<file path="src/shared/irsp_map.svh">
// constants of the two-wire register slave port: offsets, codes, timing
// assumes one system clock that is far faster than the serial clock
`ifndef IRSP_MAP_SVH
`define IRSP_MAP_SVH

`define IRSP_SLAVE_ADDR 7'h30
`define IRSP_RW_WRITE 1'b0
`define IRSP_RW_READ 1'b1
`define IRSP_OFS_CHIP_ID 8'h00
`define IRSP_OFS_REVISION 8'h01
`define IRSP_RO_COUNT 8'h02
`define IRSP_REV_RSVD 4'h0
`define IRSP_PTR_RST 8'h00
`define IRSP_BYTE_BITS 4'h8
`define IRSP_PTR_STEP 8'h01
`define IRSP_MCLK_HZ 100000000
`define IRSP_STD_HZ 100000
`define IRSP_FAST_HZ 400000
`define IRSP_FAST_HALF_CYC ((`IRSP_MCLK_HZ / `IRSP_FAST_HZ) / 2)
`define IRSP_MIN_HALF_CYC 4

`endif

</file>
<file path="src/shared/irsp_pkg.sv">
// types of the two-wire register slave port
// assumes irsp_map.svh holds the numbers
package irsp_pkg;

   typedef enum logic [2:0] {
      ST_IDLE = 3'b000,
      ST_ADDR = 3'b001,
      ST_PTR = 3'b010,
      ST_DATA = 3'b011,
      ST_ACK = 3'b100,
      ST_TX = 3'b101,
      ST_RACK = 3'b110,
      ST_IGNORE = 3'b111
   } irsp_state_t;

   typedef struct packed {
      logic [7:0] addr;
      logic [7:0] data;
   } irsp_wr_t;

   typedef struct packed {
      logic [1:0] scl_sy;
      logic [1:0] sda_sy;
      logic scl_d;
      logic sda_d;
      irsp_state_t st;
      irsp_state_t nx;
      logic [3:0] bits;
      logic [7:0] sh;
      logic [7:0] ptr;
      logic nak;
      logic sda_oe;
      logic scl_oe;
      logic stall;
      irsp_wr_t [1:0] fq;
      logic [1:0] fv;
   } irsp_st_t;

endpackage

</file>
<file path="src/rtl/irsp_port.sv">
// two-wire serial slave port giving a bus master access to byte registers
// assumes scl and sda arrive unsynchronised from open-drain pins
`timescale 1ns/100ps
`include "irsp_map.svh"

module irsp_port
   import irsp_pkg::*;
#(
   parameter logic [6:0] SLAVE_ADDR = `IRSP_SLAVE_ADDR,
   // arbitrary identification values
   parameter logic [7:0] CHIP_ID = 8'hA5,
   parameter logic [3:0] REVISION = 4'h1
) (
   input wire logic mclk_i,
   input wire logic rst_i,
   input wire logic scl_i,
   output logic scl_o,
   output logic scl_oe_o,
   input wire logic sda_i,
   output logic sda_o,
   output logic sda_oe_o,
   output logic wr_valid_o,
   input wire logic wr_ready_i,
   output irsp_wr_t wr_o,
   output logic [7:0] rd_addr_o,
   input wire logic [7:0] rd_data_i
);

   // sync latency needs a few system clocks per serial half period
   generate
      if (`IRSP_FAST_HALF_CYC < `IRSP_MIN_HALF_CYC) begin : g_chk
         $error("system clock too slow for fast-mode serial clock");
      end
   endgenerate

   localparam irsp_st_t ST_RST = '{
      scl_sy: 2'h3,
      sda_sy: 2'h3,
      scl_d: 1'b1,
      sda_d: 1'b1,
      st: ST_IDLE,
      nx: ST_IDLE,
      bits: 4'h0,
      sh: 8'h00,
      ptr: `IRSP_PTR_RST,
      nak: 1'b0,
      sda_oe: 1'b0,
      scl_oe: 1'b0,
      stall: 1'b0,
      fq: '0,
      fv: 2'h0
   };

   irsp_st_t s;
   irsp_st_t n;
   logic scl;
   logic sda;
   logic rise;
   logic fall;
   logic start;
   logic stop;
   logic pop;
   logic push;
   logic full;
   logic wr_ro;
   logic [7:0] txb;
   irsp_wr_t wnew;

   // only the second stage of each synchroniser is looked at
   assign scl = s.scl_sy[1];
   assign sda = s.sda_sy[1];
   assign rise = scl & ~s.scl_d;
   assign fall = ~scl & s.scl_d;
   assign start = scl & s.scl_d & s.sda_d & ~sda;
   assign stop = scl & s.scl_d & ~s.sda_d & sda;
   assign full = s.fv[1];
   assign pop = s.fv[0] & wr_ready_i;
   assign wr_ro = s.ptr < `IRSP_RO_COUNT;
   assign wnew = '{addr: s.ptr, data: s.sh};

   // read source: two fixed registers, the rest from outside
   always_comb begin
      case (s.ptr)
         `IRSP_OFS_CHIP_ID: txb = CHIP_ID;
         `IRSP_OFS_REVISION: txb = {`IRSP_REV_RSVD, REVISION};
         default: txb = rd_data_i;
      endcase
   end

   // put a byte on the wire, msb first, and advance the pointer
   function automatic irsp_st_t load_tx(irsp_st_t x, logic [7:0] b);
      x.sh = b;
      x.ptr = x.ptr + `IRSP_PTR_STEP;
      x.sda_oe = ~b[7];
      x.bits = 4'h0;
      x.st = ST_TX;
      return x;
   endfunction

   always_comb begin
      n = s;
      push = 1'b0;
      n.scl_sy = {s.scl_sy[0], scl_i};
      n.sda_sy = {s.sda_sy[0], sda_i};
      n.scl_d = scl;
      n.sda_d = sda;
      if (pop) begin
         n.fq[0] = s.fq[1];
         n.fv[0] = s.fv[1];
         n.fv[1] = 1'b0;
      end
      if (start) begin
         // a repeated start restarts just like a first one
         n.st = ST_ADDR;
         n.bits = 4'h0;
         n.sda_oe = 1'b0;
      end else if (stop) begin
         n.st = ST_IDLE;
         n.sda_oe = 1'b0;
      end else if (s.stall) begin
         // scl held low until the buffer has room, so no byte is lost
         if (!full) begin
            push = 1'b1;
            n.stall = 1'b0;
            // scl stays held here; ST_ACK frees it a cycle later
            n.ptr = s.ptr + `IRSP_PTR_STEP;
            n.sda_oe = 1'b1;
            n.st = ST_ACK;
            n.nx = ST_DATA;
         end
      end else begin
         case (s.st)
            ST_ADDR, ST_PTR, ST_DATA: begin
               if (rise) begin
                  n.sh = {s.sh[6:0], sda};
                  n.bits = s.bits + 4'h1;
               end else if (fall && s.bits == `IRSP_BYTE_BITS) begin
                  n.bits = 4'h0;
                  case (s.st)
                     ST_ADDR: begin
                        if (s.sh[7:1] == SLAVE_ADDR) begin
                           n.sda_oe = 1'b1;
                           n.st = ST_ACK;
                           if (s.sh[0] == `IRSP_RW_READ) begin
                              n.nx = ST_TX;
                           end else begin
                              n.nx = ST_PTR;
                           end
                        end else begin
                           n.st = ST_IGNORE;
                        end
                     end
                     ST_PTR: begin
                        n.ptr = s.sh;
                        n.sda_oe = 1'b1;
                        n.st = ST_ACK;
                        n.nx = ST_DATA;
                     end
                     default: begin
                        if (wr_ro) begin
                           // read-only target: ack, drop, still advance
                           n.ptr = s.ptr + `IRSP_PTR_STEP;
                           n.sda_oe = 1'b1;
                           n.st = ST_ACK;
                           n.nx = ST_DATA;
                        end else if (full) begin
                           n.stall = 1'b1;
                           n.scl_oe = 1'b1;
                        end else begin
                           push = 1'b1;
                           n.ptr = s.ptr + `IRSP_PTR_STEP;
                           n.sda_oe = 1'b1;
                           n.st = ST_ACK;
                           n.nx = ST_DATA;
                        end
                     end
                  endcase
               end
            end
            ST_ACK: begin
               // sda is set up a cycle before a stretched scl is let go
               n.scl_oe = 1'b0;
               // ack held until scl falls again, covering its high phase
               if (fall) begin
                  n.bits = 4'h0;
                  if (s.nx == ST_TX) begin
                     n = load_tx(n, txb);
                  end else begin
                     n.sda_oe = 1'b0;
                     n.st = s.nx;
                  end
               end
            end
            ST_TX: begin
               if (rise) begin
                  n.bits = s.bits + 4'h1;
               end else if (fall) begin
                  if (s.bits == `IRSP_BYTE_BITS) begin
                     n.sda_oe = 1'b0;
                     n.st = ST_RACK;
                  end else begin
                     n.sh = {s.sh[6:0], 1'b0};
                     n.sda_oe = ~s.sh[6];
                  end
               end
            end
            ST_RACK: begin
               if (rise) begin
                  n.nak = sda;
               end else if (fall) begin
                  if (s.nak) begin
                     n.st = ST_IGNORE;
                  end else begin
                     n = load_tx(n, txb);
                  end
               end
            end
            ST_IGNORE: begin
               n.sda_oe = 1'b0;
            end
            default: begin
               n.st = ST_IDLE;
               n.sda_oe = 1'b0;
            end
         endcase
      end
      if (push) begin
         if (n.fv[0]) begin
            n.fq[1] = wnew;
            n.fv[1] = 1'b1;
         end else begin
            n.fq[0] = wnew;
            n.fv[0] = 1'b1;
         end
      end
   end

   always_ff @(posedge mclk_i or posedge rst_i) begin
      if (rst_i) begin
         s <= ST_RST;
      end else begin
         s <= n;
      end
   end

   // open-drain: the driven level is always low
   always_ff @(posedge mclk_i or posedge rst_i) begin
      if (rst_i) begin
         sda_o <= 1'b0;
         scl_o <= 1'b0;
      end else begin
         sda_o <= 1'b0;
         scl_o <= 1'b0;
      end
   end

   assign sda_oe_o = s.sda_oe;
   assign scl_oe_o = s.scl_oe;
   assign wr_valid_o = s.fv[0];
   assign wr_o = s.fq[0];
   assign rd_addr_o = s.ptr;
endmodule

</file>
<file path="config.mk">
export PLATFORM = sky130hd
export DESIGN_NAME = irsp_port
export DESIGN_NICKNAME = d
export VERILOG_FILES = /design/src/shared/irsp_pkg.sv /design/src/rtl/irsp_port.sv
export VERILOG_INCLUDE_DIRS = /design/src /design/src/shared
export SDC_FILE = /design/constraint.sdc
export NUM_CORES = 1
export LEC_CHECK = 0
export ABC_AREA = 1
export BUFFER_PORTS_ARGS = -buffer_cell sky130_fd_sc_hd__buf_4
export CAP_MARGIN = 25
export CORE_MARGIN = 3
export CORE_UTILIZATION = 50
export CTS_CLUSTER_SIZE = 40
export DETAILED_ROUTE_END_ITERATION = 10
export PLACE_DENSITY = 0.73
export SLEW_MARGIN = 20
export SYNTH_ARGS = -nofsm -noshare
export SYNTH_HDL_FRONTEND = slang
export SYNTH_SLANG_ARGS = --single-unit
</file>
<file path="constraint.sdc">
create_clock -name mclk_i -period 5.3 [get_ports mclk_i]
set_input_delay 1.325 -clock mclk_i [delete_from_list [all_inputs] [get_ports mclk_i]]
set_output_delay 1.325 -clock mclk_i [all_outputs]
set_load 0.02 [all_outputs]
</file>
# [Yosys cells after proc, flatten, opt, wreduce, memory -nomap -nowiden]
# Index checks and enable logic that the tools add are counted.
[word_totals] reg_bits=70 output_inout_bits=29 elab_cells=201
[classes] magnitude_cmp=1 muxes=93 n_addsub=2 bitwise_logic=18 n_reduce_logical=19 eq_ne=50
[op_table] cell="two-way mux 70 bit" count=3
[op_table] cell="two-way mux 34 bit" count=4
[op_table] cell="two-way mux 64 bit" count=2
[op_table] cell="two-way mux 8 bit" count=9
[op_table] cell="one-hot mux 34 bit (2 select lines)" count=1
[op_table] cell="two-way mux 58 bit" count=1
[op_table] cell="one-hot mux 12 bit (4 select lines)" count=1
[op_table] cell="!= test 5 bit, second input constant" count=9
[op_table] cell="two-way mux 6 bit" count=7
[op_table] cell="two-way mux 10 bit" count=4
[op_table] cell="two-way mux 37 bit" count=1
[op_table] cell="AND reduction 9 bit" count=4
[op_table] cell="!= test 3 bit, second input constant" count=11
[op_table] cell="two-way mux 16 bit" count=2
[op_table] cell="two-way mux 32 bit" count=1
[op_table] cell="one-hot mux 8 bit (2 select lines)" count=2
[op_table] cell="two-way mux 3 bit" count=10
[op_table] cell="!= test 2 bit, second input constant" count=14
[op_table] cell="two-way mux 1 bit" count=24
[op_table] cell="one-hot mux 6 bit (2 select lines)" count=2
[op_table] cell="one-hot mux 8 bit (3 select lines)" count=1
[op_table] cell="AND reduction 11 bit" count=2
[op_table] cell="two-way mux 21 bit" count=1
[op_table] cell="two-way mux 18 bit" count=1
[op_table] cell="33 further kinds" count=66

# [Logic depth before layout (Yosys ltp)]
[logic_depth] depth_word=15 ltp_mapped=13 depth_no_buf=12

# [Least setup slack after synthesis]
# No wires, ideal clock.
[synth_timing] path_kind="in2reg" startpoint="input wr_ready_i" endpoint="register s (netlist bit wr_o[10])" path_slack_ps=2871 t_arrival_ps=2306 path_stages=4 setup_time_ps=123 required_ps=5177 cell_sequence="nand2_1 clkbuf_1 mux2i_1 o21ai_1"
[synth_rtl] item="start: declaration" line="irsp_port.sv:23" text="input wire logic wr_ready_i,"
[synth_rtl] item="end signal: assignment" line="irsp_port.sv:242" text="s <= n;"
[synth_rtl] item="end: declaration" line="irsp_port.sv:54" text="irsp_st_t s;"

==> qor.yml <==
grt_pass1_vias: 3790
diodes: 0
setup_viol: 0
layout_common_cells: "163 x nand2_1, 64 x dfrtp_1, 57 x inv_1, 53 x nor2_1, 44 x nand3_1"
muxShareOfSynthArea_pct: 3.183
power_leakage_uw: 0.002502
num-nets-final: 633
syn_area_um2: 4403
track_usage_pct: 23.21
yosys.area_share.simple_pct: 27.68
final_common_cell: "nand2_1"
post-route-period-util_pct: 48.11
num_vias: 4001
critPathLaunchType: "flip-flop"
ys_seq_area_share_pct: 39.95
cts_max_level: 3
start_util_pct: 52.53
postCtsHoldBufs: 0
clk_pin_slew_ps: 80
wl_per_cell_um: 15.34
clock_sinks: 70
skew_ps: 8.261
cp.arrival_ps: 2800
min_period_ps: 2550
antenna_found_initial: 0
clk_latency_ps: 350
avgSynthCellArea_um2: 7.230
regToRegEndpoint: "wr_o[8]$_DFF_PP0_"
worst_hold_slack_ps: 358.2
numCtsBuffers: 9
die_area_um2: 9968
core_area_um2: 8382
fin_setup_tns_ps: 0
ys_seq_elements: 70
grt_max_degree: 46
netlist_instances: 609
drv_cap: 0
rows: 33
ioPinCount: 42
hold_viol: 0
cts_tree: "yes"
yosysUniqueCellTypes: 36
rrSetupSlack_ps: 2750
areaGrowthSynthToFinish_pct: 8.241
die_x_um: 99.84
grt_pass1_wl_mm: 18.39
gp_congestion: 0.9407
cts_root_buffer: "clkbuf_8"
firstDrtPassIters: 5
vdd_drop_max_mv: 0.1835
synth_xor_area_share_pct: 0.7957
synth_compound_area_share_pct: 14.72
hp-start: "s[68]$_DFF_PP1_"
worst_pin_slew_ps: 858.3
cts_setup_buffers: 0
grt_setup_unrepaired: "false"
slew_headroom_pct: 42.64
clock_path_buffers: 2
drv_slew: 0
port_buffers: 39
worstSetupEndpointType: "flip-flop"
drive_gt1_share_pct: 13.23
synthAdderAreaFrac_pct: 1.421
hpwl_mm: 7.945
rr_worst_depth: 6
worstPathMaxFanout: 32
max_freq_mhz: 392.2
drtIter0Drc: 248
yosys_most_used_dff: "dfrtp_1"
worst_hold_path_type: "reg2reg"
critical_path_class: "reg2reg"
p_per_area_nw_per_um2: 491.4
async_flop_share_pct: 100.0
overflow: 0
dieHeight_um: 99.84
synth_warnings: 0
r2r-start: "s[34]$_DFFE_PP0P_"
vias_per_cell: 5.519
ctsResizeCount: 0
ant_nets: 0
wirelength_mm: 11.13
synth-edff-count: 0
synth_top_family_by_area: "simple AND/OR/NAND/NOR gates"
min_path_cells: 0
hold_end: "s[69]$_DFF_PP1_"
drc: 0
status: "finished clean"
cp_data_required_time_ps: 5550
==> worst max-delay path: stages, from the launching register on <==
cell and delay (ps):
dfrtp_1 740, inv_1 550, nand2_2 290, nand2_2 100, nor2_4 510, nand2_1 120
o21a_1 130
==> state kept, by name, summed over array words and instances (netlist names), named ones only <==
name / flops
s: 41
full: 1
wr_o: 16
wr_valid_o: 1
sda_oe_o: 1
scl_oe_o: 1
rd_addr_o: 8
==> where the power goes <==
part	internal [µW]	leakage [µW]	switching (µW)	total, µW
combinational	346	0.00147	698	1040
clock	272	0.000112	230	503
sequential	632	0.000915	162	794
==> cell usage after synthesis (all sizes together), types with 2 or more instances <==
master / count / area [µm²]
a21oi: 27 / 138.9
nand3b: 2 / 15.01
o211ai: 4 / 30.03
inv: 62 / 232.7
nor2: 58 / 240.2
dfrtp: 64 / 1602
nand4: 3 / 18.77
o21ai: 78 / 390.4
mux2i: 14 / 140.1
a22oi: 5 / 37.54
dfstp: 6 / 157.7
ha: 5 / 62.56
nand2: 167 / 636.9
buf: 38 / 272.8
o21a: 2 / 15.01
clkbuf: 8 / 30.03
nor3: 6 / 30.03
xor2: 3 / 26.28
nand3: 49 / 270.3
==> how the worst max path moves through the flow <==
| stage | start | endpoint | cells past startpoint |
|---|---|---|---|
| 6_report | s[34]$_DFFE_PP0P_ | wr_o[8]$_DFF_PP0_ | 6 |
| 5_1_grt | s[34]$_DFFE_PP0P_ | wr_o[15]$_DFF_PP0_ | 6 |
| 4_1_cts | s[34]$_DFFE_PP0P_ | wr_o[8]$_DFF_PP0_ | 6 |
| 3_5_place_dp | wr_ready_i | wr_o[15]$_DFF_PP0_ | 6 |
| 3_3_place_gp | wr_ready_i | wr_o[15]$_DFF_PP0_ | 6 |
| 2_1_floorplan | rst_i | async pin | 1 |
==> metrics by stage <==
step / total power [µW] / cell area (µm²) / util, % / setup slack [ps] / std cells
floorplan: 1576 / 4407 / - / 2217 / 610
global placement: 1812 / 4536 / 54.11 / 2651 / 709
detailed placement: 1828 / 4536 / 54.11 / 2622 / 709
CTS: 2336 / 4765 / 56.84 / 2721 / 725
global route: 2530 / 4766 / 56.86 / 2490 / 725
finish: 2342 / 4766 / 56.86 / 2750 / 725
==> routing by layer <==
metal / wire length [µm] / global-route usage, %
met5: 0 / 0
met3: 653 / 4.448
met2: 5212 / 36.74
met1: 4917 / 31.37
met4: 341 / 9.454
==> cell type report <==
type | count | area (µm²)
clock buffers | 9 | 123.9
clock inverters | 7 | 105.1
fillers | 833 | 3616
inverters | 62 | 234.0
multi-input cells | 432 | 2112
flip-flops and latches | 70 | 1759
well taps | 105 | 131.4
repair buffers | 40 | 300.3
==> logic make-up after synthesis <==
family / Yosys count
simple gates: 286
xor+xnor: 4
fa+ha+maj: 5
buf+inv: 108
compound gates: 121
mux: 14
other cells: 1
flops: 70
No activity file was read; power rests on OpenSTA's default activity.
